File: src/design/gate_seq_pkg.sv
// Shared constants for the dual-image gate sequencer.
// Assumes a single 200 MHz clock; all times are converted to cycles here.
package gate_seq_pkg;
   ////////////////////////////////////////////////////////////////////////////
   // Clock and timing
   localparam int unsigned CLK_MHZ        = 200;
   localparam int unsigned CLK_HZ         = 200_000_000;
   localparam int unsigned DLY1_MIN_NS    = 85_000;
   localparam int unsigned DLY1_MIN_CYC   = (DLY1_MIN_NS * CLK_MHZ + 999) / 1000;
   localparam int unsigned DLY2_MIN_PS    = 441_000;
   localparam int unsigned DLY2_MIN_CYC   = (DLY2_MIN_PS / 1000 * CLK_MHZ + 999) / 1000;
   localparam int unsigned SYNC_STEP_NS   = 100;
   localparam int unsigned SYNC_STEP_CYC  = SYNC_STEP_NS * CLK_MHZ / 1000;
   localparam int unsigned SYNC_MAX_STEPS = 9997;
   localparam int unsigned SYNC_W_NS      = 100;
   localparam int unsigned SYNC_W_CYC     = SYNC_W_NS * CLK_MHZ / 1000;
   localparam int unsigned FREQ_MIN_HZ    = 2;
   localparam int unsigned FREQ_MAX_HZ    = 1_000_000;
   ////////////////////////////////////////////////////////////////////////////
   // Register byte offsets
   localparam logic [5:0] OFS_CTRL   = 6'h00;
   localparam logic [5:0] OFS_FREQ   = 6'h04;
   localparam logic [5:0] OFS_G1_DLY = 6'h08;
   localparam logic [5:0] OFS_G1_WID = 6'h0C;
   localparam logic [5:0] OFS_G2_DLY = 6'h10;
   localparam logic [5:0] OFS_G2_WID = 6'h14;
   localparam logic [5:0] OFS_DECAY  = 6'h18;
   localparam logic [5:0] OFS_AUX_DLY = 6'h1C;
   localparam logic [5:0] OFS_AUX_WID = 6'h20;
   localparam logic [5:0] OFS_SYNC2  = 6'h24;
   localparam logic [5:0] OFS_STATUS = 6'h28;
   ////////////////////////////////////////////////////////////////////////////
   // Control field positions
   localparam int CB_DUAL   = 0;
   localparam int CB_PSHIFT = 1;
   localparam int CB_EXT    = 2;
   localparam int CB_RISE   = 3;
   localparam int CB_SYNC   = 4;
   localparam int CB_INTENS = 5;
   localparam int CB_RUN    = 6;
   ////////////////////////////////////////////////////////////////////////////
   // Reset values
   localparam logic [6:0]  CTRL_RST  = 7'h08;
   localparam logic [31:0] FREQ_RST  = 32'h0000_03E8;
   localparam logic [31:0] G1D_RST   = 32'h0000_4268;
   localparam logic [31:0] G2D_RST   = 32'h0000_0059;
   localparam logic [31:0] WID_RST   = 32'h0000_0014;
   localparam logic [31:0] DECAY_RST = 32'h0000_0190;
   localparam logic [31:0] ZERO_RST  = 32'h0000_0000;
   localparam logic [13:0] SYNC2_RST = 14'h0000;
endpackage : gate_seq_pkg

File: src/design/pulse_timer.sv
// One-shot pulse generator: programmable delay then programmable width.
// Start is ignored while a pulse is pending or running.
`timescale 1ns/1ps
`default_nettype none
module pulse_timer #(
   parameter int W = 32
) (
   // Clock and reset
   input  wire logic         clk_i,
   input  wire logic         rst_i,
   // Control
   input  wire logic         start_i,
   input  wire logic [W-1:0] dly_i,
   input  wire logic [W-1:0] wid_i,
   // Pulse
   output var  logic         pulse_o
);
   typedef enum logic [1:0] {P_IDLE, P_DLY, P_ON} phase_t;
   typedef struct packed {
      phase_t       ph;
      logic [W-1:0] cnt;
      logic         out;
   } pt_st_t;

   pt_st_t s_q, s_d;

   ////////////////////////////////////////////////////////////////////////////
   // Next state; a zero width still gives one cycle so no pulse is lost
   always_comb begin
      s_d = s_q;
      case (s_q.ph)
         P_IDLE: begin
            if (start_i) begin
               s_d.ph  = P_DLY;
               s_d.cnt = dly_i;
            end
         end
         P_DLY: begin
            if (s_q.cnt == '0) begin
               s_d.ph  = P_ON;
               s_d.cnt = (wid_i == '0) ? '0 : wid_i - W'(1);
            end else begin
               s_d.cnt = s_q.cnt - W'(1);
            end
         end
         P_ON: begin
            if (s_q.cnt == '0) s_d.ph = P_IDLE;
            else s_d.cnt = s_q.cnt - W'(1);
         end
         default: s_d.ph = P_IDLE;
      endcase
      s_d.out = (s_d.ph == P_ON);
   end

   // State register
   always_ff @(posedge clk_i or posedge rst_i) begin
      if (rst_i) s_q <= '{ph: P_IDLE, cnt: '0, out: 1'b0};
      else s_q <= s_d;
   end

   assign pulse_o = s_q.out;
endmodule : pulse_timer
`default_nettype wire

File: src/design/dual_image_gate_sequencer.sv
// Dual-image gate sequencer: gate pair, phosphor wait, shift, aux and sync.
// Assumes one 200 MHz clock, Avalon-MM register access, async trigger pin.
//
// Behaviour
// - Readout mode selects dual-image or full-frame
// - Per-readout: one trigger fires both gates
// - Per-shift: each gate waits own trigger
// - Separate delay and width per gate
// - First gate delay at least 85 us
// - Second gate delay at least 0.441 us
// - Wait programmed decay before each shift
// - Shift first image before second exposure
// - Internal or external trigger, selectable edge
// - Internal triggers at programmed frequency
// - Internal frequency 2 Hz to 1 MHz
// - Aux output with programmable delay, width
// - One switch enables both sync outputs
// - First sync pulses at internal frequency
// - Second sync delayed 0..999700 ns, 100 ns
// - Gates reach intensifier only when enabled
//
// Our own choices: the placing of the registers and the Avalon-MM interface to the registers.
`timescale 1ns/1ps
`default_nettype none
module dual_image_gate_sequencer (
   // Clock and reset
   input  wire logic        MCLK_I,
   input  wire logic        RST_I,
   // Avalon-MM slave
   input  wire logic [5:0]  AVS_ADDRESS_I,
   input  wire logic        AVS_READ_I,
   input  wire logic        AVS_WRITE_I,
   input  wire logic [31:0] AVS_WRITEDATA_I,
   output var  logic [31:0] AVS_READDATA_O,
   output var  logic        AVS_WAITREQUEST_O,
   // Trigger pin
   input  wire logic        TRIG_I,
   // Camera outputs
   output var  logic        GATE_O,
   output var  logic        SHIFT_O,
   output var  logic        AUX_O,
   output var  logic        SYNC1_O,
   output var  logic        SYNC2_O
);
   typedef enum logic [3:0] {
      S_IDLE, S_DLY1, S_GATE1, S_DEC1, S_SHIFT1,
      S_WAIT2, S_DLY2, S_GATE2, S_DEC2, S_SHIFT2
   } seq_st_t;

   typedef struct packed {
      seq_st_t     st;
      logic [31:0] cnt;
      logic        dual_l;
      logic        pshift_l;
      logic [2:0]  tsync;
      logic        tlvl;
      logic [31:0] acc;
      logic        tick;
      logic [6:0]  ctrl;
      logic [31:0] freq;
      logic [31:0] g1d;
      logic [31:0] g1w;
      logic [31:0] g2d;
      logic [31:0] g2w;
      logic [31:0] decay;
      logic [31:0] adly;
      logic [31:0] awid;
      logic [13:0] s2dly;
      logic        wreq;
      logic [31:0] rdata;
      logic        gate;
      logic        shift;
      logic        aux;
      logic        sync1;
      logic        sync2;
      logic [15:0] pairs;
      logic [31:0] age;
   } top_st_t;

   top_st_t q, d;

   logic        aux_p;
   logic        sync1_p;
   logic        sync2_p;
   logic        trig;
   logic        ext_edge;
   logic        aux_go;
   logic [31:0] d1_eff;
   logic [31:0] d2_eff;
   logic [31:0] s2_cyc;
   logic [32:0] acc_sum;

   ////////////////////////////////////////////////////////////////////////////
   // Helpers
   function automatic logic [31:0] at_least(input logic [31:0] v, input logic [31:0] m);
      at_least = (v < m) ? m : v;
   endfunction : at_least

   function automatic logic [31:0] len_m1(input logic [31:0] v);
      len_m1 = (v == 32'h0000_0000) ? 32'h0000_0000 : v - 32'h0000_0001;
   endfunction : len_m1

   ////////////////////////////////////////////////////////////////////////////
   // Effective delays clamped to their minimum
   assign d1_eff  = at_least(q.g1d, 32'(gate_seq_pkg::DLY1_MIN_CYC));
   assign d2_eff  = at_least(q.g2d, 32'(gate_seq_pkg::DLY2_MIN_CYC));
   assign s2_cyc  = 32'(q.s2dly) * 32'(gate_seq_pkg::SYNC_STEP_CYC);
   assign acc_sum = {1'b0, q.acc} + {1'b0, q.freq};

   // Edge only once second and third stage agree; polarity chooses the edge
   assign ext_edge = (q.tsync[2] == q.tsync[1]) && (q.tsync[2] != q.tlvl)
                     && (q.tsync[2] == q.ctrl[gate_seq_pkg::CB_RISE]);
   assign trig = q.ctrl[gate_seq_pkg::CB_RUN]
                 && (q.ctrl[gate_seq_pkg::CB_EXT] ? ext_edge : q.tick);
   assign aux_go = trig && (q.st == S_IDLE);

   ////////////////////////////////////////////////////////////////////////////
   // Next-state logic for bus, trigger front end and sequencer
   always_comb begin
      d = q;
      // Three-stage pin synchroniser
      d.tsync = {q.tsync[1:0], TRIG_I};
      if (q.tsync[2] == q.tsync[1]) d.tlvl = q.tsync[2];

      // Phase accumulator gives exact 1 Hz resolution without a divider
      d.tick = 1'b0;
      if (acc_sum >= 33'(gate_seq_pkg::CLK_HZ)) begin
         d.acc  = 32'(acc_sum - 33'(gate_seq_pkg::CLK_HZ));
         d.tick = 1'b1;
      end else begin
         d.acc = 32'(acc_sum);
      end

      // Bus: one wait cycle, read data captured on first cycle
      d.wreq = 1'b1;
      if ((AVS_READ_I || AVS_WRITE_I) && q.wreq) begin
         d.wreq  = 1'b0;
         d.rdata = 32'h0000_0000;
         case (AVS_ADDRESS_I)
            gate_seq_pkg::OFS_CTRL:    d.rdata = 32'(q.ctrl);
            gate_seq_pkg::OFS_FREQ:    d.rdata = q.freq;
            gate_seq_pkg::OFS_G1_DLY:  d.rdata = q.g1d;
            gate_seq_pkg::OFS_G1_WID:  d.rdata = q.g1w;
            gate_seq_pkg::OFS_G2_DLY:  d.rdata = q.g2d;
            gate_seq_pkg::OFS_G2_WID:  d.rdata = q.g2w;
            gate_seq_pkg::OFS_DECAY:   d.rdata = q.decay;
            gate_seq_pkg::OFS_AUX_DLY: d.rdata = q.adly;
            gate_seq_pkg::OFS_AUX_WID: d.rdata = q.awid;
            gate_seq_pkg::OFS_SYNC2:   d.rdata = 32'(q.s2dly);
            gate_seq_pkg::OFS_STATUS:  d.rdata = {q.pairs, 11'h000,
                                                  q.st != S_IDLE, q.st};
            default:                   d.rdata = 32'h0000_0000;
         endcase
      end

      // Write lands on the edge where waitrequest is seen low
      if (AVS_WRITE_I && !q.wreq) begin
         case (AVS_ADDRESS_I)
            gate_seq_pkg::OFS_CTRL:    d.ctrl = AVS_WRITEDATA_I[6:0];
            gate_seq_pkg::OFS_FREQ: begin
               if (AVS_WRITEDATA_I < 32'(gate_seq_pkg::FREQ_MIN_HZ))
                  d.freq = 32'(gate_seq_pkg::FREQ_MIN_HZ);
               else if (AVS_WRITEDATA_I > 32'(gate_seq_pkg::FREQ_MAX_HZ))
                  d.freq = 32'(gate_seq_pkg::FREQ_MAX_HZ);
               else
                  d.freq = AVS_WRITEDATA_I;
            end
            gate_seq_pkg::OFS_G1_DLY:  d.g1d   = AVS_WRITEDATA_I;
            gate_seq_pkg::OFS_G1_WID:  d.g1w   = AVS_WRITEDATA_I;
            gate_seq_pkg::OFS_G2_DLY:  d.g2d   = AVS_WRITEDATA_I;
            gate_seq_pkg::OFS_G2_WID:  d.g2w   = AVS_WRITEDATA_I;
            gate_seq_pkg::OFS_DECAY:   d.decay = AVS_WRITEDATA_I;
            gate_seq_pkg::OFS_AUX_DLY: d.adly  = AVS_WRITEDATA_I;
            gate_seq_pkg::OFS_AUX_WID: d.awid  = AVS_WRITEDATA_I;
            gate_seq_pkg::OFS_SYNC2: begin
               if (AVS_WRITEDATA_I > 32'(gate_seq_pkg::SYNC_MAX_STEPS))
                  d.s2dly = 14'(gate_seq_pkg::SYNC_MAX_STEPS);
               else
                  d.s2dly = AVS_WRITEDATA_I[13:0];
            end
            default: ;
         endcase
      end

      // Gate sequencer; triggers outside IDLE and WAIT2 fall through unused
      case (q.st)
         S_IDLE: begin
            if (trig) begin
               d.dual_l   = q.ctrl[gate_seq_pkg::CB_DUAL];
               d.pshift_l = q.ctrl[gate_seq_pkg::CB_PSHIFT];
               d.st       = S_DLY1;
               d.cnt      = d1_eff - 32'h0000_0001;
            end
         end
         S_DLY1: begin
            if (q.cnt == 32'h0000_0000) begin
               d.st  = S_GATE1;
               d.cnt = len_m1(q.g1w);
            end else d.cnt = q.cnt - 32'h0000_0001;
         end
         S_GATE1: begin
            if (q.cnt == 32'h0000_0000) begin
               d.st  = S_DEC1;
               d.cnt = len_m1(q.decay);
            end else d.cnt = q.cnt - 32'h0000_0001;
         end
         S_DEC1: begin
            if (q.cnt == 32'h0000_0000) d.st = S_SHIFT1;
            else d.cnt = q.cnt - 32'h0000_0001;
         end
         S_SHIFT1: begin
            if (!q.dual_l) begin
               d.st = S_IDLE;
            end else if (q.pshift_l) begin
               d.st = S_WAIT2;
            end else begin
               d.st  = S_DLY2;
               d.cnt = d2_eff - 32'h0000_0001;
            end
         end
         S_WAIT2: begin
            if (trig) begin
               d.st  = S_DLY2;
               d.cnt = d2_eff - 32'h0000_0001;
            end
         end
         S_DLY2: begin
            if (q.cnt == 32'h0000_0000) begin
               d.st  = S_GATE2;
               d.cnt = len_m1(q.g2w);
            end else d.cnt = q.cnt - 32'h0000_0001;
         end
         S_GATE2: begin
            if (q.cnt == 32'h0000_0000) begin
               d.st  = S_DEC2;
               d.cnt = len_m1(q.decay);
            end else d.cnt = q.cnt - 32'h0000_0001;
         end
         S_DEC2: begin
            if (q.cnt == 32'h0000_0000) d.st = S_SHIFT2;
            else d.cnt = q.cnt - 32'h0000_0001;
         end
         S_SHIFT2: begin
            d.st    = S_IDLE;
            d.pairs = q.pairs + 16'h0001;
         end
         default: d.st = S_IDLE;
      endcase

      // Registered outputs
      d.gate  = ((d.st == S_GATE1) || (d.st == S_GATE2))
                && q.ctrl[gate_seq_pkg::CB_INTENS];
      d.shift = (d.st == S_SHIFT1) || (d.st == S_SHIFT2);
      d.aux   = aux_p;
      d.sync1 = sync1_p && q.ctrl[gate_seq_pkg::CB_SYNC];
      d.sync2 = sync2_p && q.ctrl[gate_seq_pkg::CB_SYNC];
      d.age   = (d.st != q.st) ? 32'h0000_0000 : q.age + 32'h0000_0001;
   end

   ////////////////////////////////////////////////////////////////////////////
   // State register
   always_ff @(posedge MCLK_I or posedge RST_I) begin
      if (RST_I) begin
         q <= '{st: S_IDLE, cnt: 32'h0000_0000, dual_l: 1'b0, pshift_l: 1'b0,
                tsync: 3'h0, tlvl: 1'b0, acc: 32'h0000_0000, tick: 1'b0,
                ctrl: gate_seq_pkg::CTRL_RST, freq: gate_seq_pkg::FREQ_RST,
                g1d: gate_seq_pkg::G1D_RST, g1w: gate_seq_pkg::WID_RST,
                g2d: gate_seq_pkg::G2D_RST, g2w: gate_seq_pkg::WID_RST,
                decay: gate_seq_pkg::DECAY_RST, adly: gate_seq_pkg::ZERO_RST,
                awid: gate_seq_pkg::WID_RST, s2dly: gate_seq_pkg::SYNC2_RST,
                wreq: 1'b1, rdata: 32'h0000_0000, gate: 1'b0, shift: 1'b0,
                aux: 1'b0, sync1: 1'b0, sync2: 1'b0, pairs: 16'h0000,
                age: 32'h0000_0000};
      end else begin
         q <= d;
      end
   end

   ////////////////////////////////////////////////////////////////////////////
   // Aux and sync pulse timers; sync2 shares sync1's tick so spacing is exact
   pulse_timer #(.W(32)) u_aux (
      .clk_i   (MCLK_I),
      .rst_i   (RST_I),
      .start_i (aux_go),
      .dly_i   (q.adly),
      .wid_i   (q.awid),
      .pulse_o (aux_p)
   );

   pulse_timer #(.W(32)) u_sync1 (
      .clk_i   (MCLK_I),
      .rst_i   (RST_I),
      .start_i (q.tick),
      .dly_i   (32'h0000_0000),
      .wid_i   (32'(gate_seq_pkg::SYNC_W_CYC)),
      .pulse_o (sync1_p)
   );

   pulse_timer #(.W(32)) u_sync2 (
      .clk_i   (MCLK_I),
      .rst_i   (RST_I),
      .start_i (q.tick),
      .dly_i   (s2_cyc),
      .wid_i   (32'(gate_seq_pkg::SYNC_W_CYC)),
      .pulse_o (sync2_p)
   );

   ////////////////////////////////////////////////////////////////////////////
   // Port drive
   assign AVS_READDATA_O    = q.rdata;
   assign AVS_WAITREQUEST_O = q.wreq;
   assign GATE_O            = q.gate;
   assign SHIFT_O           = q.shift;
   assign AUX_O             = q.aux;
   assign SYNC1_O           = q.sync1;
   assign SYNC2_O           = q.sync2;
endmodule : dual_image_gate_sequencer
`default_nettype wire

File: config.mk
export PLATFORM = sky130hd
export DESIGN_NAME = dual_image_gate_sequencer
export DESIGN_NICKNAME = d
export VERILOG_FILES = /design/src/design/gate_seq_pkg.sv /design/src/design/pulse_timer.sv /design/src/design/dual_image_gate_sequencer.sv
export SDC_FILE = /design/constraint.sdc
export NUM_CORES = 2
export LEC_CHECK = 0
export ABC_AREA = 1
export BUFFER_PORTS_ARGS = -buffer_cell sky130_fd_sc_hd__buf_2
export CORE_MARGIN = 2
export CORE_UTILIZATION = 60
export DETAILED_ROUTE_END_ITERATION = 8
export PLACE_DENSITY = 0.78
export SLEW_MARGIN = 30
export SYNTH_ARGS = -nofsm -noshare
export SYNTH_HDL_FRONTEND = slang
export SYNTH_SLANG_ARGS = --single-unit
File: constraint.sdc
create_clock -name MCLK_I -period 39.1 [get_ports MCLK_I]
set_clock_uncertainty 0.05 [all_clocks]
set_input_delay 3.91 -clock MCLK_I [delete_from_list [all_inputs] [get_ports MCLK_I]]
set_output_delay 3.91 -clock MCLK_I [all_outputs]
set_load 0.01 [all_outputs]
==> impl_results.rst <==
.. list-table::
   :header-rows: 1

   * - Metric
     - Value
   * - Reported net switching power
     - ~0.0012 W
   * - Switching portion of total power
     - approximately 48%
   * - Clock tree root buffer cell
     - sky130_fd_sc_hd__clkbuf_16
   * - Hold slack
     - about 0.31 ns
   * - Net count of the finished layout
     - slightly below 6000
   * - Portion of total power attributed to the clock network
     - between 20 and 25%
   * - Floorplan die height
     - about 250 um
   * - Number of H-tree levels
     - 2
   * - Biggest fanout along the worst timing path
     - 24
   * - CP startpoint
     - AVS_ADDRESS_I[1]
   * - Category of the worst setup path launch point
     - primary input
   * - Post-Layout Inst Area
     - 0.0399 mm2
   * - Worst-margin pin slew
     - around 1.2 ns
   * - FF-to-FF Start
     - q[241]
   * - Class of the tightest hold or removal check
     - flip-flop to flip-flop
   * - Count of hold-fix buffers inserted at cts
     - 0
   * - Core ar.
     - 0.0614 mm2
   * - Port bufs
     - 80
   * - Number of instances on the worst hold path
     - 0
   * - Routed WL per cell
     - about 24 um
   * - Most used cells in the layout excluding fill and tap cells
     - sky130_fd_sc_hd__nand2_1, sky130_fd_sc_hd__nor2_1, sky130_fd_sc_hd__inv_1, sky130_fd_sc_hd__dfrtp_1, sky130_fd_sc_hd__o21ai_0
   * - Setup slack, reg-to-reg
     - between 30 and 40 ns
   * - Fin Setup TNS
     - 0 ns
   * - DRC Markers
     - 1
   * - Post-synthesis share of cell area spent on xor and xnor gates
     - under 10%
   * - Flip-flop and latch count after synthesis
     - 511
   * - Full die area
     - 0.0637 mm2
   * - Cell accounting for the most synthesized area
     - sky130_fd_sc_hd__dfrtp_1
   * - Number of flops mapped to enable cells by yosys
     - 0
   * - TritonCTS clock tree
     - done
   * - Via count of the first global-routing pass
     - ~36000
   * - Area share of the largest cell type after synthesis
     - between 30 and 40%
   * - Internal power consumption
     - ~0.0013 W
   * - Count of TritonRoute iterations in the first routing pass
     - 9
   * - Synth Net Count
     - 5798
   * - Netlist area before placement
     - 0.0370 mm2
   * - Highest achievable clock rate
     - approximately 150 MHz
   * - First-pass GRT wire length
     - 226000 um
   * - Register clock-pin slew on the reported worst setup and hold paths
     - ~0.06 ns
   * - Largest cells by area after synthesis
     - sky130_fd_sc_hd__dfrtp_1, sky130_fd_sc_hd__nand2_1, sky130_fd_sc_hd__nor2_1
   * - Average cell area after synthesis
     - ~6.5 um2
   * - GR Util All Layers
     - 47.6%
   * - Setup repair bufs after CTS
     - 0
   * - Utilization after layout
     - approximately two thirds
   * - Vias per Instance
     - ~6.2
   * - Number of pins exceeding their max-slew limit in the final report
     - 0
   * - Total number of clock tree sinks
     - 511
   * - I/O pin cnt
     - 81
   * - Share of synthesized area spent on multiplexers
     - 0%
   * - Number of violations reported at the end of detailed-routing iteration 0
     - roughly 5700
   * - Syn-to-layout area delta
     - 7.72%
   * - Worst vdd rail ir drop
     - roughly 64 uV
   * - Number of max-cap violations
     - 0
   * - Post-cts repair resize count
     - 0
   * - Yosys Warn Count
     - 0
   * - Tcrit/Tclk final
     - between 15 and 20%
   * - Wire length reported by the detailed router
     - between 150000 and 200000 um
   * - Sort of element at the end of the critical path
     - flip-flop
   * - Hold path startpoint
     - u_aux.pulse_o
   * - Final period demand of the worst path
     - between 6 and 7 ns
   * - Pwr per Cell Area
     - 64.3 mW/mm2
   * - Area after detailed placement
     - approximately 0.038 mm2
   * - Initial core utilization
     - between 60% and 70%
   * - Combinational share of power
     - 49.8%
   * - Most common library cell in the layout ignoring fill and taps
     - sky130_fd_sc_hd__nand2_1
   * - Register-to-Register Path Depth
     - 17
   * - Longest Clk Path Bufs
     - 3
   * - Hold violation total from the final report
     - 0
   * - Arrival time at the worst endpoint
     - 7.03 ns
   * - Final-report setup violation count
     - 0
   * - Cell row count
     - 91
   * - Synthesized-area fraction occupied by adder cells
     - under 10%
   * - Largest family of logic cells by synthesized area
     - simple AND/OR/NAND/NOR gates
   * - Number of distinct library cells after synthesis
     - 69
   * - Routed vias
     - a little over 40000
   * - Commonest register cell after synthesis
     - sky130_fd_sc_hd__dfrtp_1
   * - Post-Syn Instances
     - between 5000 and 6000
   * - Fraction of final layout cells with drive strength greater than 1
     - under 10%
   * - DRT antenna net count
     - 0
   * - Slew HR
     - a little over a fifth
   * - Portion of total power attributed to sequential cells
     - 28.5%
   * - Violations in the final reports
     - design-rule violations
   * - Largest net degree at the start of global routing
     - roughly 130
   * - Min-Delay Endpoint
     - AUX_O
   * - Post-synthesis simple-gate area fraction
     - about 34%
   * - Post-synthesis sequential area ratio
     - around 35%
   * - Capture point of the worst reg-to-reg path
     - q[430]
   * - Number of clock buffers inserted by TritonCTS
     - 57
   * - Global-route congestion overflow total
     - 0
   * - Die span in x
     - ~250 um
   * - Complex-gate fraction of the synthesized area
     - approximately 15%
   * - Leakage power figure
     - just over 20 nW
   * - Type of the setup path with the least slack
     - primary input to flip-flop
   * - Worst path required time
     - between 30 and 40 ns
   * - Final RePlAce weighted congestion
     - between 1 and 1.5
   * - Asr flop ratio synth
     - 100%
   * - Setup repair after global routing missed its margin
     - no
   * - Hpwl dp
     - ~120000 um
   * - Run status
     - finished, violations left
   * - Clock latency reported for the late side of the worst-skew pair
     - roughly 0.65 ns
   * - Initial antenna violation count
     - 4
logic make-up (layout without fill, tap and decap cells):
logic type,count (synthesis),count (layout)
other cells,0,3
flops,511,511
simple gates,3030,3030
buf+inv,961,1004
xor+xnor,127,127
fa+ha+maj,87,87
compound gates,952,952
sequential cells by signal (all words and copies together) (netlist names), 2 cells and up:
signal,cells
u_sync1.s_q,34
u_aux.s_q,34
q,366
u_sync2.s_q,34
AVS_READDATA_O,32
d,2
power groups by stage:
stage               combinational (W)  clock (W)  sequential [W]
floorplan                    0.000923          0        0.000690
global placement              0.00120          0        0.000729
detailed placement            0.00122          0        0.000730
CTS                           0.00123   0.000556        0.000722
global route                  0.00142   0.000576        0.000735
finish                        0.00127   0.000557        0.000730
final cells by class:
class | instances | area, um2
antenna | 3 | 7.51
clock buffer | 81 | 1650
clock inverter | 26 | 263
fill | 5679 | 21500
inverter | 778 | 2930
multi-input combinational | 4196 | 20500
sequential | 511 | 12800
tap | 790 | 988
timing repair buffer | 119 | 701
metrics by stage:
step / total power, W / std cells / worst slack, ns
after floorplan: 0.00161 / 5668 / 20.91
after detailed placement: 0.00196 / 6394 / 31.75
after CTS: 0.00251 / 6501 / 32.40
after global routing: 0.00273 / 6501 / 32.40
final: 0.00256 / 6504 / 32.59
after global placement: 0.00193 / 6394 / 31.86
synth_stat cells, drive strengths merged (5+ instances only):
| library cell | number |
|---|---|
| o211ai | 10 |
| dfrtp | 485 |
| buf | 59 |
| a221oi | 62 |
| a21oi | 187 |
| clkbuf | 124 |
| dfstp | 26 |
| a22oi | 31 |
| o31ai | 12 |
| nand3b | 9 |
| nor2 | 790 |
| o21bai | 10 |
| ha | 85 |
| nor3b | 9 |
| nand3 | 333 |
| inv | 772 |
| or2 | 28 |
| o21ai | 503 |
| nor4 | 29 |
| o21a | 8 |
| xnor2 | 16 |
| a21boi | 5 |
| o22ai | 57 |
| nand2 | 1612 |
| a31oi | 21 |
| clkinv | 6 |
| nor3 | 115 |
| nand4 | 95 |
| and2 | 5 |
| o2111ai | 20 |
| xor2 | 111 |
worst max-delay path by stage:
stage,to,cells past startpoint
CTS,q[335],11
finish,q[335],11
global route,q[329],11
floorplan,AUX_O,1
global placement,q[336],11
detailed placement,q[335],11
critical path: stages:
cell	delay (ns)
sky130_fd_sc_hd__buf_2	0.10
sky130_fd_sc_hd__nor2_1	0.17
sky130_fd_sc_hd__nand3_1	0.30
sky130_fd_sc_hd__nor2_4	0.58
sky130_fd_sc_hd__inv_2	0.26
sky130_fd_sc_hd__nor2_1	0.16
sky130_fd_sc_hd__buf_4	0.26
sky130_fd_sc_hd__inv_1	0.26
sky130_fd_sc_hd__a41oi_2	0.40
sky130_fd_sc_hd__nand2_1	0.35
sky130_fd_sc_hd__o21ai_0	0.26
layer usage:
layer / vias up / track usage (%) / wire length, um
met4: 4 / 22.5 / 9020
met3: 518 / 19.9 / 24600
li1: 18300 / - / -
met1: 18700 / 63.9 / 59500
met2: 2759 / 66.0 / 60300
met5: - / 0 / 22
(Power assumes the default switching activity.)
